### src/core/frtic_pkg.sv
// constants and types for the flash reset, terminate and id command logic
package frtic_pkg;
  localparam logic [7:0] OP_RESET_ENABLE = 8'h66;
  localparam logic [7:0] OP_RESET = 8'h99;
  localparam logic [7:0] OP_TERMINATE = 8'hF0;
  localparam logic [7:0] TERM_CONFIRM = 8'hD0;
  localparam logic [7:0] OP_ID_SINGLE = 8'h90;
  localparam logic [7:0] OP_ID_QUAD = 8'h94;
  // single id read: opcode bits then 24 dummy clocks
  localparam int ID1_DUMMY_CLKS = 24;
  // quad id read: 6 address clocks, 2 mode clocks, 4 dummy clocks
  localparam int ID4_ADDR_CLKS = 6;
  localparam int ID4_MODE_CLKS = 2;
  localparam int ID4_DUMMY_CLKS = 4;
  localparam int ID4_SKIP_CLKS = ID4_ADDR_CLKS + ID4_MODE_CLKS + ID4_DUMMY_CLKS;
  localparam int CLK_PERIOD_NS = 100;
  localparam int RESET_START_DELAY_NS = 1000;
  localparam int TERMINATE_START_DELAY_NS = 1000;
  // longest times round down, at least one cycle
  localparam int RESET_START_CYC = (RESET_START_DELAY_NS / CLK_PERIOD_NS) < 1 ? 1 :
    (RESET_START_DELAY_NS / CLK_PERIOD_NS);
  localparam int TERM_START_CYC = (TERMINATE_START_DELAY_NS / CLK_PERIOD_NS) < 1 ? 1 :
    (TERMINATE_START_DELAY_NS / CLK_PERIOD_NS);
  localparam int BUSY_CYC = 8;
  localparam int CNT_W = 6;
  localparam logic [7:0] MFR_ID_DEFAULT = 8'hA5;
  localparam logic [7:0] DEV_ID_DEFAULT = 8'h3C;
  typedef enum logic [2:0] {
    FRTIC_ST_OPCODE,
    FRTIC_ST_CONFIRM,
    FRTIC_ST_ID1,
    FRTIC_ST_ID4,
    FRTIC_ST_IGNORE
  } frtic_phase_t;
  typedef enum logic [1:0] {
    FRTIC_RUN_IDLE,
    FRTIC_RUN_RESET,
    FRTIC_RUN_TERM
  } frtic_run_t;
endpackage

### src/core/frtic_sync.sv
// two-flop synchroniser with edge detection on the synchronised copy
`timescale 1ns/1ns
module frtic_sync #(
  parameter int W = 1
) (
  // clock and reset
  input wire logic i_mclk,
  input wire logic i_rst,
  // raw and synchronised levels
  input wire logic [W-1:0] i_async,
  output logic [W-1:0] o_sync,
  output logic [W-1:0] o_rise,
  output logic [W-1:0] o_fall
);
  typedef struct packed {
    logic [W-1:0] meta;
    logic [W-1:0] sync;
    logic [W-1:0] last;
  } frtic_sync_st_t;
  frtic_sync_st_t st_ff;
  frtic_sync_st_t nxt_st;
  always_comb
  begin
    nxt_st.meta = i_async;
    nxt_st.sync = st_ff.meta;
    nxt_st.last = st_ff.sync;
  end
  always_ff @(posedge i_mclk)
  begin
    if (i_rst)
    begin
      st_ff.meta <= '0;
      st_ff.sync <= '0;
      st_ff.last <= '0;
    end
    else
    begin
      st_ff <= nxt_st;
    end
  end
  assign o_sync = st_ff.sync;
  assign o_rise = st_ff.sync & ~st_ff.last;
  assign o_fall = ~st_ff.sync & st_ff.last;
endmodule

### src/core/frtic_core.sv
// serial flash command logic: software reset, terminate and id reads
// Operation
// - reset-enable then reset opcodes decoded msb first
// - reset counts only directly after reset-enable
// - reset starts within delay, commands rejected
// - reset-enable off byte boundary is discarded
// - terminate keeps volatile configuration intact
// - terminate aborts program or erase, ignoring latch
// - terminate ignored unless terminate_enable set
// - wrong confirmation byte ignores whole command
// - terminate starts within delay, commands rejected
// - aborted page contents become undefined
// - terminate off byte boundary returns to standby
// - single id: 24 dummy clocks, 16 data clocks
// - id repeats while selected, released on deselect
// - quad id: 6 address, 2 mode, 4 dummy
// - quad nibble order io3 io2 so si
// - quad id alternates bytes two clocks each
// - reset reinitialises all state to defaults
// - reset opcodes are command-only frames
`timescale 1ns/1ns
module frtic_core #(
  parameter logic [7:0] MFR_ID = frtic_pkg::MFR_ID_DEFAULT, // arbitrary value
  parameter logic [7:0] DEV_ID = frtic_pkg::DEV_ID_DEFAULT, // arbitrary value
  parameter int RESET_CYC = frtic_pkg::RESET_START_CYC,
  parameter int TERM_CYC = frtic_pkg::TERM_START_CYC,
  parameter int BUSY_LEN = frtic_pkg::BUSY_CYC
) (
  // clock and reset
  input wire logic i_mclk,
  input wire logic i_rst,
  // spi link pins from the host
  input wire logic i_cs_n,
  input wire logic i_sclk,
  input wire logic i_si,
  // two-way data lines: 0 si, 1 so, 2 protect_io2, 3 pause_io3
  input wire logic [3:0] i_io,
  output logic [3:0] o_io,
  output logic [3:0] o_io_oe,
  // internal device state
  input wire logic i_busy_flag,
  input wire logic i_suspended_flag,
  input wire logic i_write_enable_latch,
  input wire logic i_terminate_enable,
  // effects on the program/erase engine and registers
  output logic o_pe_abort,
  output logic o_page_undefined,
  output logic o_soft_reset,
  output logic o_cmd_busy,
  output logic o_reset_armed
);
  typedef struct packed {
    frtic_pkg::frtic_phase_t phase;
    frtic_pkg::frtic_run_t run;
    logic [7:0] shreg;
    logic [frtic_pkg::CNT_W-1:0] bitcnt;
    logic [frtic_pkg::CNT_W-1:0] skip;
    logic [15:0] delay;
    logic armed;
    logic term_ok;
    logic [7:0] pend_op;
    logic [3:0] io;
    logic [3:0] io_oe;
    logic [3:0] outpos;
    logic pe_abort;
    logic page_undef;
    logic soft_reset;
    logic busy;
  } frtic_st_t;

  frtic_st_t st_ff;
  frtic_st_t nxt_st;
  logic cs_n_s;
  logic [3:0] io_s;
  logic sclk_rise;
  logic sclk_fall;
  logic cs_rise;
  logic cs_fall;
  logic [5:0] sy_val;
  logic [5:0] sy_rise;
  logic [5:0] sy_fall;

  // all pins pass two flops before any decode
  frtic_sync #(.W(6)) u_sync (
    .i_mclk(i_mclk),
    .i_rst(i_rst),
    .i_async({i_cs_n, i_sclk, i_io[3:1], i_si}),
    .o_sync(sy_val),
    .o_rise(sy_rise),
    .o_fall(sy_fall)
  );
  assign cs_n_s = sy_val[5];
  assign io_s = sy_val[3:0];
  assign sclk_rise = sy_rise[4] & ~cs_n_s;
  assign sclk_fall = sy_fall[4] & ~cs_n_s;
  assign cs_rise = sy_rise[5];
  assign cs_fall = sy_fall[5];

  // id bit pattern for a position in the 16-bit mfr/dev pair
  function automatic logic id_bit(input logic [3:0] pos);
    logic [15:0] pair;
    pair = {MFR_ID, DEV_ID};
    id_bit = pair[4'hF - pos];
  endfunction

  always_comb
  begin
    logic [7:0] byte_now;
    nxt_st = st_ff;
    byte_now = {st_ff.shreg[6:0], io_s[0]};
    nxt_st.pe_abort = 1'b0;
    nxt_st.soft_reset = 1'b0;
    // internal operation countdown; new commands rejected meanwhile
    if (st_ff.run != frtic_pkg::FRTIC_RUN_IDLE)
    begin
      nxt_st.delay = st_ff.delay - 16'h0001;
      if (st_ff.delay == 16'(BUSY_LEN))
      begin
        if (st_ff.run == frtic_pkg::FRTIC_RUN_RESET)
        begin
          nxt_st.soft_reset = 1'b1;
          nxt_st.pe_abort = 1'b1;
          nxt_st.page_undef = 1'b0;
          nxt_st.armed = 1'b0;
        end
        else
        begin
          // abort regardless of write_enable_latch; config untouched
          nxt_st.pe_abort = 1'b1;
          nxt_st.page_undef = i_busy_flag;
        end
      end
      if (st_ff.delay == 16'h0000)
      begin
        nxt_st.run = frtic_pkg::FRTIC_RUN_IDLE;
      end
    end
    if (cs_fall)
    begin
      nxt_st.bitcnt = '0;
      nxt_st.shreg = '0;
      nxt_st.skip = '0;
      nxt_st.outpos = '0;
      nxt_st.phase = (st_ff.run == frtic_pkg::FRTIC_RUN_IDLE) ? frtic_pkg::FRTIC_ST_OPCODE
        : frtic_pkg::FRTIC_ST_IGNORE;
      nxt_st.pend_op = '0;
    end
    else if (sclk_rise)
    begin
      case (st_ff.phase)
        frtic_pkg::FRTIC_ST_OPCODE:
        begin
          nxt_st.shreg = byte_now;
          nxt_st.bitcnt = st_ff.bitcnt + 1'b1;
          if (st_ff.bitcnt == 6'd7)
          begin
            nxt_st.bitcnt = '0;
            nxt_st.pend_op = byte_now;
            // any other opcode clears the reset-enable state
            if (byte_now != frtic_pkg::OP_RESET && byte_now != frtic_pkg::OP_RESET_ENABLE)
            begin
              nxt_st.armed = 1'b0;
            end
            case (byte_now)
              frtic_pkg::OP_TERMINATE:
              begin
                nxt_st.phase = i_terminate_enable ? frtic_pkg::FRTIC_ST_CONFIRM
                  : frtic_pkg::FRTIC_ST_IGNORE;
              end
              frtic_pkg::OP_ID_SINGLE:
              begin
                nxt_st.phase = frtic_pkg::FRTIC_ST_ID1;
              end
              frtic_pkg::OP_ID_QUAD:
              begin
                nxt_st.phase = frtic_pkg::FRTIC_ST_ID4;
              end
              default:
              begin
                nxt_st.phase = frtic_pkg::FRTIC_ST_IGNORE;
              end
            endcase
          end
        end
        frtic_pkg::FRTIC_ST_CONFIRM:
        begin
          nxt_st.shreg = byte_now;
          nxt_st.bitcnt = st_ff.bitcnt + 1'b1;
          if (st_ff.bitcnt == 6'd7)
          begin
            nxt_st.bitcnt = '0;
            nxt_st.term_ok = (byte_now == frtic_pkg::TERM_CONFIRM);
            nxt_st.phase = frtic_pkg::FRTIC_ST_IGNORE;
          end
        end
        frtic_pkg::FRTIC_ST_ID1:
        begin
          if (st_ff.skip != 6'(frtic_pkg::ID1_DUMMY_CLKS))
          begin
            nxt_st.skip = st_ff.skip + 1'b1;
          end
        end
        frtic_pkg::FRTIC_ST_ID4:
        begin
          if (st_ff.skip != 6'(frtic_pkg::ID4_SKIP_CLKS))
          begin
            nxt_st.skip = st_ff.skip + 1'b1;
          end
        end
        frtic_pkg::FRTIC_ST_IGNORE:
        begin
          nxt_st.bitcnt = (st_ff.bitcnt == 6'd7) ? '0 : st_ff.bitcnt + 1'b1;
        end
        default:
        begin
          nxt_st.phase = frtic_pkg::FRTIC_ST_IGNORE;
        end
      endcase
      // any extra byte makes a reset frame no longer command-only
      if (st_ff.phase == frtic_pkg::FRTIC_ST_IGNORE && st_ff.bitcnt == 6'd7)
      begin
        nxt_st.pend_op = '0;
        if (st_ff.pend_op == frtic_pkg::OP_TERMINATE)
        begin
          nxt_st.term_ok = 1'b0;
        end
      end
    end
    else if (sclk_fall)
    begin
      // data launched on the falling edge so the host samples on rising
      if (st_ff.phase == frtic_pkg::FRTIC_ST_ID1
        && st_ff.skip == 6'(frtic_pkg::ID1_DUMMY_CLKS))
      begin
        nxt_st.io_oe = 4'h2;
        nxt_st.io = {2'h0, id_bit(st_ff.outpos), 1'b0};
        nxt_st.outpos = st_ff.outpos + 4'h1;
      end
      else if (st_ff.phase == frtic_pkg::FRTIC_ST_ID4
        && st_ff.skip == 6'(frtic_pkg::ID4_SKIP_CLKS))
      begin
        nxt_st.io_oe = 4'hF;
        nxt_st.io = {id_bit(st_ff.outpos), id_bit(st_ff.outpos + 4'h1),
          id_bit(st_ff.outpos + 4'h2), id_bit(st_ff.outpos + 4'h3)};
        nxt_st.outpos = st_ff.outpos + 4'h4;
      end
    end
    if (cs_rise)
    begin
      nxt_st.io_oe = 4'h0;
      nxt_st.io = 4'h0;
      nxt_st.phase = frtic_pkg::FRTIC_ST_IGNORE;
      // off a byte boundary nothing is acted upon
      if (st_ff.bitcnt == 6'd0 && st_ff.run == frtic_pkg::FRTIC_RUN_IDLE)
      begin
        if (st_ff.pend_op == frtic_pkg::OP_RESET_ENABLE)
        begin
          nxt_st.armed = 1'b1;
        end
        else if (st_ff.pend_op == frtic_pkg::OP_RESET)
        begin
          nxt_st.armed = 1'b0;
          if (st_ff.armed)
          begin
            nxt_st.run = frtic_pkg::FRTIC_RUN_RESET;
            nxt_st.delay = 16'(RESET_CYC + BUSY_LEN);
          end
        end
        else if (st_ff.pend_op == frtic_pkg::OP_TERMINATE && st_ff.term_ok)
        begin
          nxt_st.run = frtic_pkg::FRTIC_RUN_TERM;
          nxt_st.delay = 16'(TERM_CYC + BUSY_LEN);
        end
        else if (st_ff.pend_op != 8'h00)
        begin
          nxt_st.armed = 1'b0;
        end
      end
      else if (st_ff.pend_op == frtic_pkg::OP_RESET_ENABLE)
      begin
        nxt_st.armed = 1'b0;
      end
      nxt_st.term_ok = 1'b0;
      nxt_st.pend_op = '0;
    end
    nxt_st.busy = (nxt_st.run != frtic_pkg::FRTIC_RUN_IDLE);
  end

  always_ff @(posedge i_mclk)
  begin
    if (i_rst)
    begin
      st_ff.phase <= frtic_pkg::FRTIC_ST_IGNORE;
      st_ff.run <= frtic_pkg::FRTIC_RUN_IDLE;
      st_ff.shreg <= '0;
      st_ff.bitcnt <= '0;
      st_ff.skip <= '0;
      st_ff.delay <= '0;
      st_ff.armed <= 1'b0;
      st_ff.term_ok <= 1'b0;
      st_ff.pend_op <= '0;
      st_ff.io <= '0;
      st_ff.io_oe <= '0;
      st_ff.outpos <= '0;
      st_ff.pe_abort <= 1'b0;
      st_ff.page_undef <= 1'b0;
      st_ff.soft_reset <= 1'b0;
      st_ff.busy <= 1'b0;
    end
    else
    begin
      st_ff <= nxt_st;
    end
  end

  assign o_io = st_ff.io;
  assign o_io_oe = st_ff.io_oe;
  assign o_pe_abort = st_ff.pe_abort;
  assign o_page_undefined = st_ff.page_undef;
  assign o_soft_reset = st_ff.soft_reset;
  assign o_cmd_busy = st_ff.busy;
  assign o_reset_armed = st_ff.armed;
endmodule

### config.mk
export PLATFORM = sky130hd
export DESIGN_NAME = frtic_core
export DESIGN_NICKNAME = d
export VERILOG_FILES = /design/src/core/frtic_pkg.sv /design/src/core/frtic_sync.sv /design/src/core/frtic_core.sv
export SDC_FILE = /design/constraint.sdc
export NUM_CORES = 1
export LEC_CHECK = 0
export ABC_AREA = 1
export ABC_CLOCK_PERIOD_IN_PS = 3220
export BUFFER_PORTS_ARGS = -buffer_cell sky130_fd_sc_hd__buf_2
export CAP_MARGIN = 15
export CORE_UTILIZATION = 55
export DETAILED_ROUTE_END_ITERATION = 10
export GPL_ROUTABILITY_DRIVEN = 0
export PLACE_DENSITY = 0.71
export SYNTH_ARGS = -nofsm -noshare
export SYNTH_HDL_FRONTEND = slang
export SYNTH_SLANG_ARGS = --single-unit
### constraint.sdc
create_clock -name i_mclk -period 3.22 [get_ports i_mclk]
set_input_delay 0.483 -clock i_mclk [delete_from_list [all_inputs] [get_ports i_mclk]]
set_output_delay 0.483 -clock i_mclk [all_outputs]
set_load 0.03 [all_outputs]
==> run_results.csv <==
group,metric,value,unit
clock_tree,insertion_delay,0.36,ns
power_and_ir_drop,p_total,1.83,mW
critical_path,r2r_cells,5,
final_layout,drive_gt1_frac,0.136,
power_and_ir_drop,p_per_area,421,nW/um^2
critical_path,crit_path_start_kind,"register",
global_routing,grt_pass1_wl,14.0,mm
global_routing,grt_max_degree,17,
global_routing,antenna_found_initial,0,
floorplan,core,6910,sq um
critical_path,reg2reg_slack,1.47,ns
power_and_ir_drop,sw_frac_of_total,0.218,
clock_tree,cts_max_path_buffers,2,
floorplan,io_pins,26,
power_and_ir_drop,power_switching,398,uW
sta,clock_skew,0.00718,ns
critical_path,critPathMaxFanout,9,
clock_tree,cts_tree,"built",
sta,drv_slew,0,
sta,finalSetupViolCount,0,
route,postRouteAntennaNets,0,
floorplan,rows,30,
power_and_ir_drop,p_int,1.43,mW
clock_tree,worst_setup_hold_path_clk_slew,0.08,ns
sta,slew_headroom,0.675,
logic_synthesis,avgSynthCellArea,6.98,sq um
final_layout,nNetsFinal,613,
sta,hold_violations,0,
route,drc,0,
sta,fmaxAchievable,0.572,GHz
min_path,min_path_cells,3,
final_layout,areaGrowthSynthToFinish,8.34,%
sta,grt_setup_unrepaired,"no",
global_routing,track_usage,0.235,
critical_path,reg2reg_to,"st_ff[56]",
logic_synthesis,yosysUniqueCellTypes,35,
critical_path,crit_type,"register to register",
floorplan,die_area,7630,sq um
critical_path,arrival,2.02,ns
clock_tree,clock_tree.root_cell,"clkbuf_8",
final_layout,antennaDiodeCount,0,
route,drt_pass1_iterations,4,
clock_tree,ctsResizeCount,0,
global_routing,grt_pass1_vias,3229,
route,wl_per_cell,11.6,microns
clock_tree,htreeDepth,3,
logic_synthesis,synth_area,4010,sq um
final_layout,layout_common_cells,"nand2_1 (120), inv_1 (75), dfxtp_1 (72)",
placement,portBuffers,19,
critical_path,crit_end,"st_ff[56]",
power_and_ir_drop,p_clk_frac,0.470,
clock_tree,cts_setup_buffers,0,
power_and_ir_drop,p_seq_frac,0.495,
final_layout,layout_commonest_cell,"nand2_1",
critical_path,cp.required,3.49,ns
route,via_per_inst,5.07,
clock_tree,cts-buffers-inserted,9,
logic_synthesis,ys_seq_area_frac,0.360,
min_path,hold_class,"input port to register",
final_layout,fin_area,4340,sq um
placement,dpl-instance-area,4100,sq um
logic_synthesis,synth_seq_cells,72,
power_and_ir_drop,comb_power_share,0.036,
placement,hpwl,5.87,mm
route,drt_wl_total,7.99,mm
route,vias,3501,
global_routing,grt_overflow,0,
sta,tightest_slew,0.486,ns
floorplan,fp.dieH,87.3,microns
sta,min_period,1.75,ns
sta,setup-tns-final,0,ns
power_and_ir_drop,p_leak,2.00,nW
floorplan,chipWidth,87.3,microns
route,drt_iter0_markers,150,
critical_path,setup.worst_path.start,"u_sync.o_sync[5]",
clock_tree,cts.sinks,72,
logic_synthesis,ys_warn_count,0,
critical_path,endpoint_kind,"register",
logic_synthesis,synthCells,574,
final_layout,nFillCells,687,
final_layout,multi_input_area,2120,sq um
clock_tree,cts_hold_buf,0,
final_layout,register_area,1440,sq um
floorplan,floorplan.initialDensity,0.580,
status,status,"completed",
job,maxCapViolCount,0,
critical_path,r2r-start,"u_sync.o_sync[5]",
power_and_ir_drop,peakVddDrop,326,uV
logic_synthesis,synth_fp_nets,598,
sta,period_share,0.543,
## stage by stage
stage	instances	hold slack, ns	setup slack [ns]	util
floorplan	574	0.388	1.81	-
global placement	674	0.397	1.24	0.594
detailed placement	674	0.401	1.21	0.594
CTS	690	0.326	1.44	0.628
global route	690	0.338	1.26	0.628
finish	690	0.339	1.47	0.628
## worst min path at each step
| stage | from | to | slack, ns |
|---|---|---|---|
| 2_1_floorplan | u_sync.nxt_st[6] | u_sync.o_sync[0] | 0.39 |
| 3_3_place_gp | u_sync.nxt_st[10] | u_sync.o_sync[4] | 0.40 |
| 3_5_place_dp | u_sync.nxt_st[11] | u_sync.o_sync[5] | 0.40 |
| 4_1_cts | i_sclk | u_sync.nxt_st[10] | 0.33 |
| 5_1_grt | i_si | u_sync.nxt_st[6] | 0.34 |
| 6_report | i_sclk | u_sync.nxt_st[10] | 0.34 |
## power groups by stage
stage | combinational (mW) | clock (mW) | sequential [mW]
floorplan | 0.0503 | 0 | 0.923
global placement | 0.0643 | 0 | 0.923
detailed placement | 0.0655 | 0 | 0.923
CTS | 0.0659 | 0.874 | 0.902
global route | 0.0743 | 0.910 | 0.903
finish | 0.0655 | 0.857 | 0.903
## flip-flops by register name (all words and copies together), names as in the netlist, 2 cells and up, named ones only
name           cells
st_ff             52
o_io               4
u_sync.nxt_st      3
u_sync.o_sync      3
o_io_oe            2
u_sync.st_ff       2
## cells in the mapped netlist, drive strengths merged
library cell / number / area share
a31oi: 2 / 0.0031
nand3: 44 / 0.063
nor2: 89 / 0.10
a211oi: 9 / 0.017
inv: 83 / 0.078
xnor2: 4 / 0.0087
or2: 2 / 0.0031
xor2: 18 / 0.039
clkbuf: 3 / 0.0031
ha: 11 / 0.034
o21ai: 25 / 0.032
nand4: 12 / 0.019
dfxtp: 72 / 0.36
buf: 13 / 0.028
clkinv: 2 / 0.0019
nand2: 130 / 0.13
a21oi: 39 / 0.050
nor3: 15 / 0.020
nor3b: 1 / 0.0019
## critical path, cell delays in order (launching register included)
cell and delay [ns]:
dfxtp_1 0.38, nor2_1 0.11, nor2_1 0.40, buf_4 0.25, clkinv_1 0.24, a211oi_1 0.27
## kinds of logic (layout without fill, tap and decap cells)
logic type / Yosys count / in the layout / share of synthesized area
xor+xnor: 22 / 22 / 0.0481
buf+inv: 101 / 121 / 0.111
compound gates: 75 / 75 / 0.102
simple gates: 293 / 293 / 0.345
fa+ha+maj: 11 / 11 / 0.0344
flops: 72 / 72 / 0.360
## cell type report
cell class                 instances  share of cell area
multi-input combinational        401               0.489
timing repair buffer              20              0.0236
inverter                          85              0.0735
tap                               96              0.0277
clock buffer                      10              0.0294
sequential                        72               0.332
clock inverter                     6              0.0248
## layer usage
| metal | routed length (microns) | GRT usage |
|---|---|---|
| met2 | 3730 | 0.402 |
| met5 | 0 | 0 |
| met3 | 289 | 0.0787 |
| met1 | 3920 | 0.287 |
| met4 | 55 | 0.0492 |
Power figures use the tool's default switching activity.
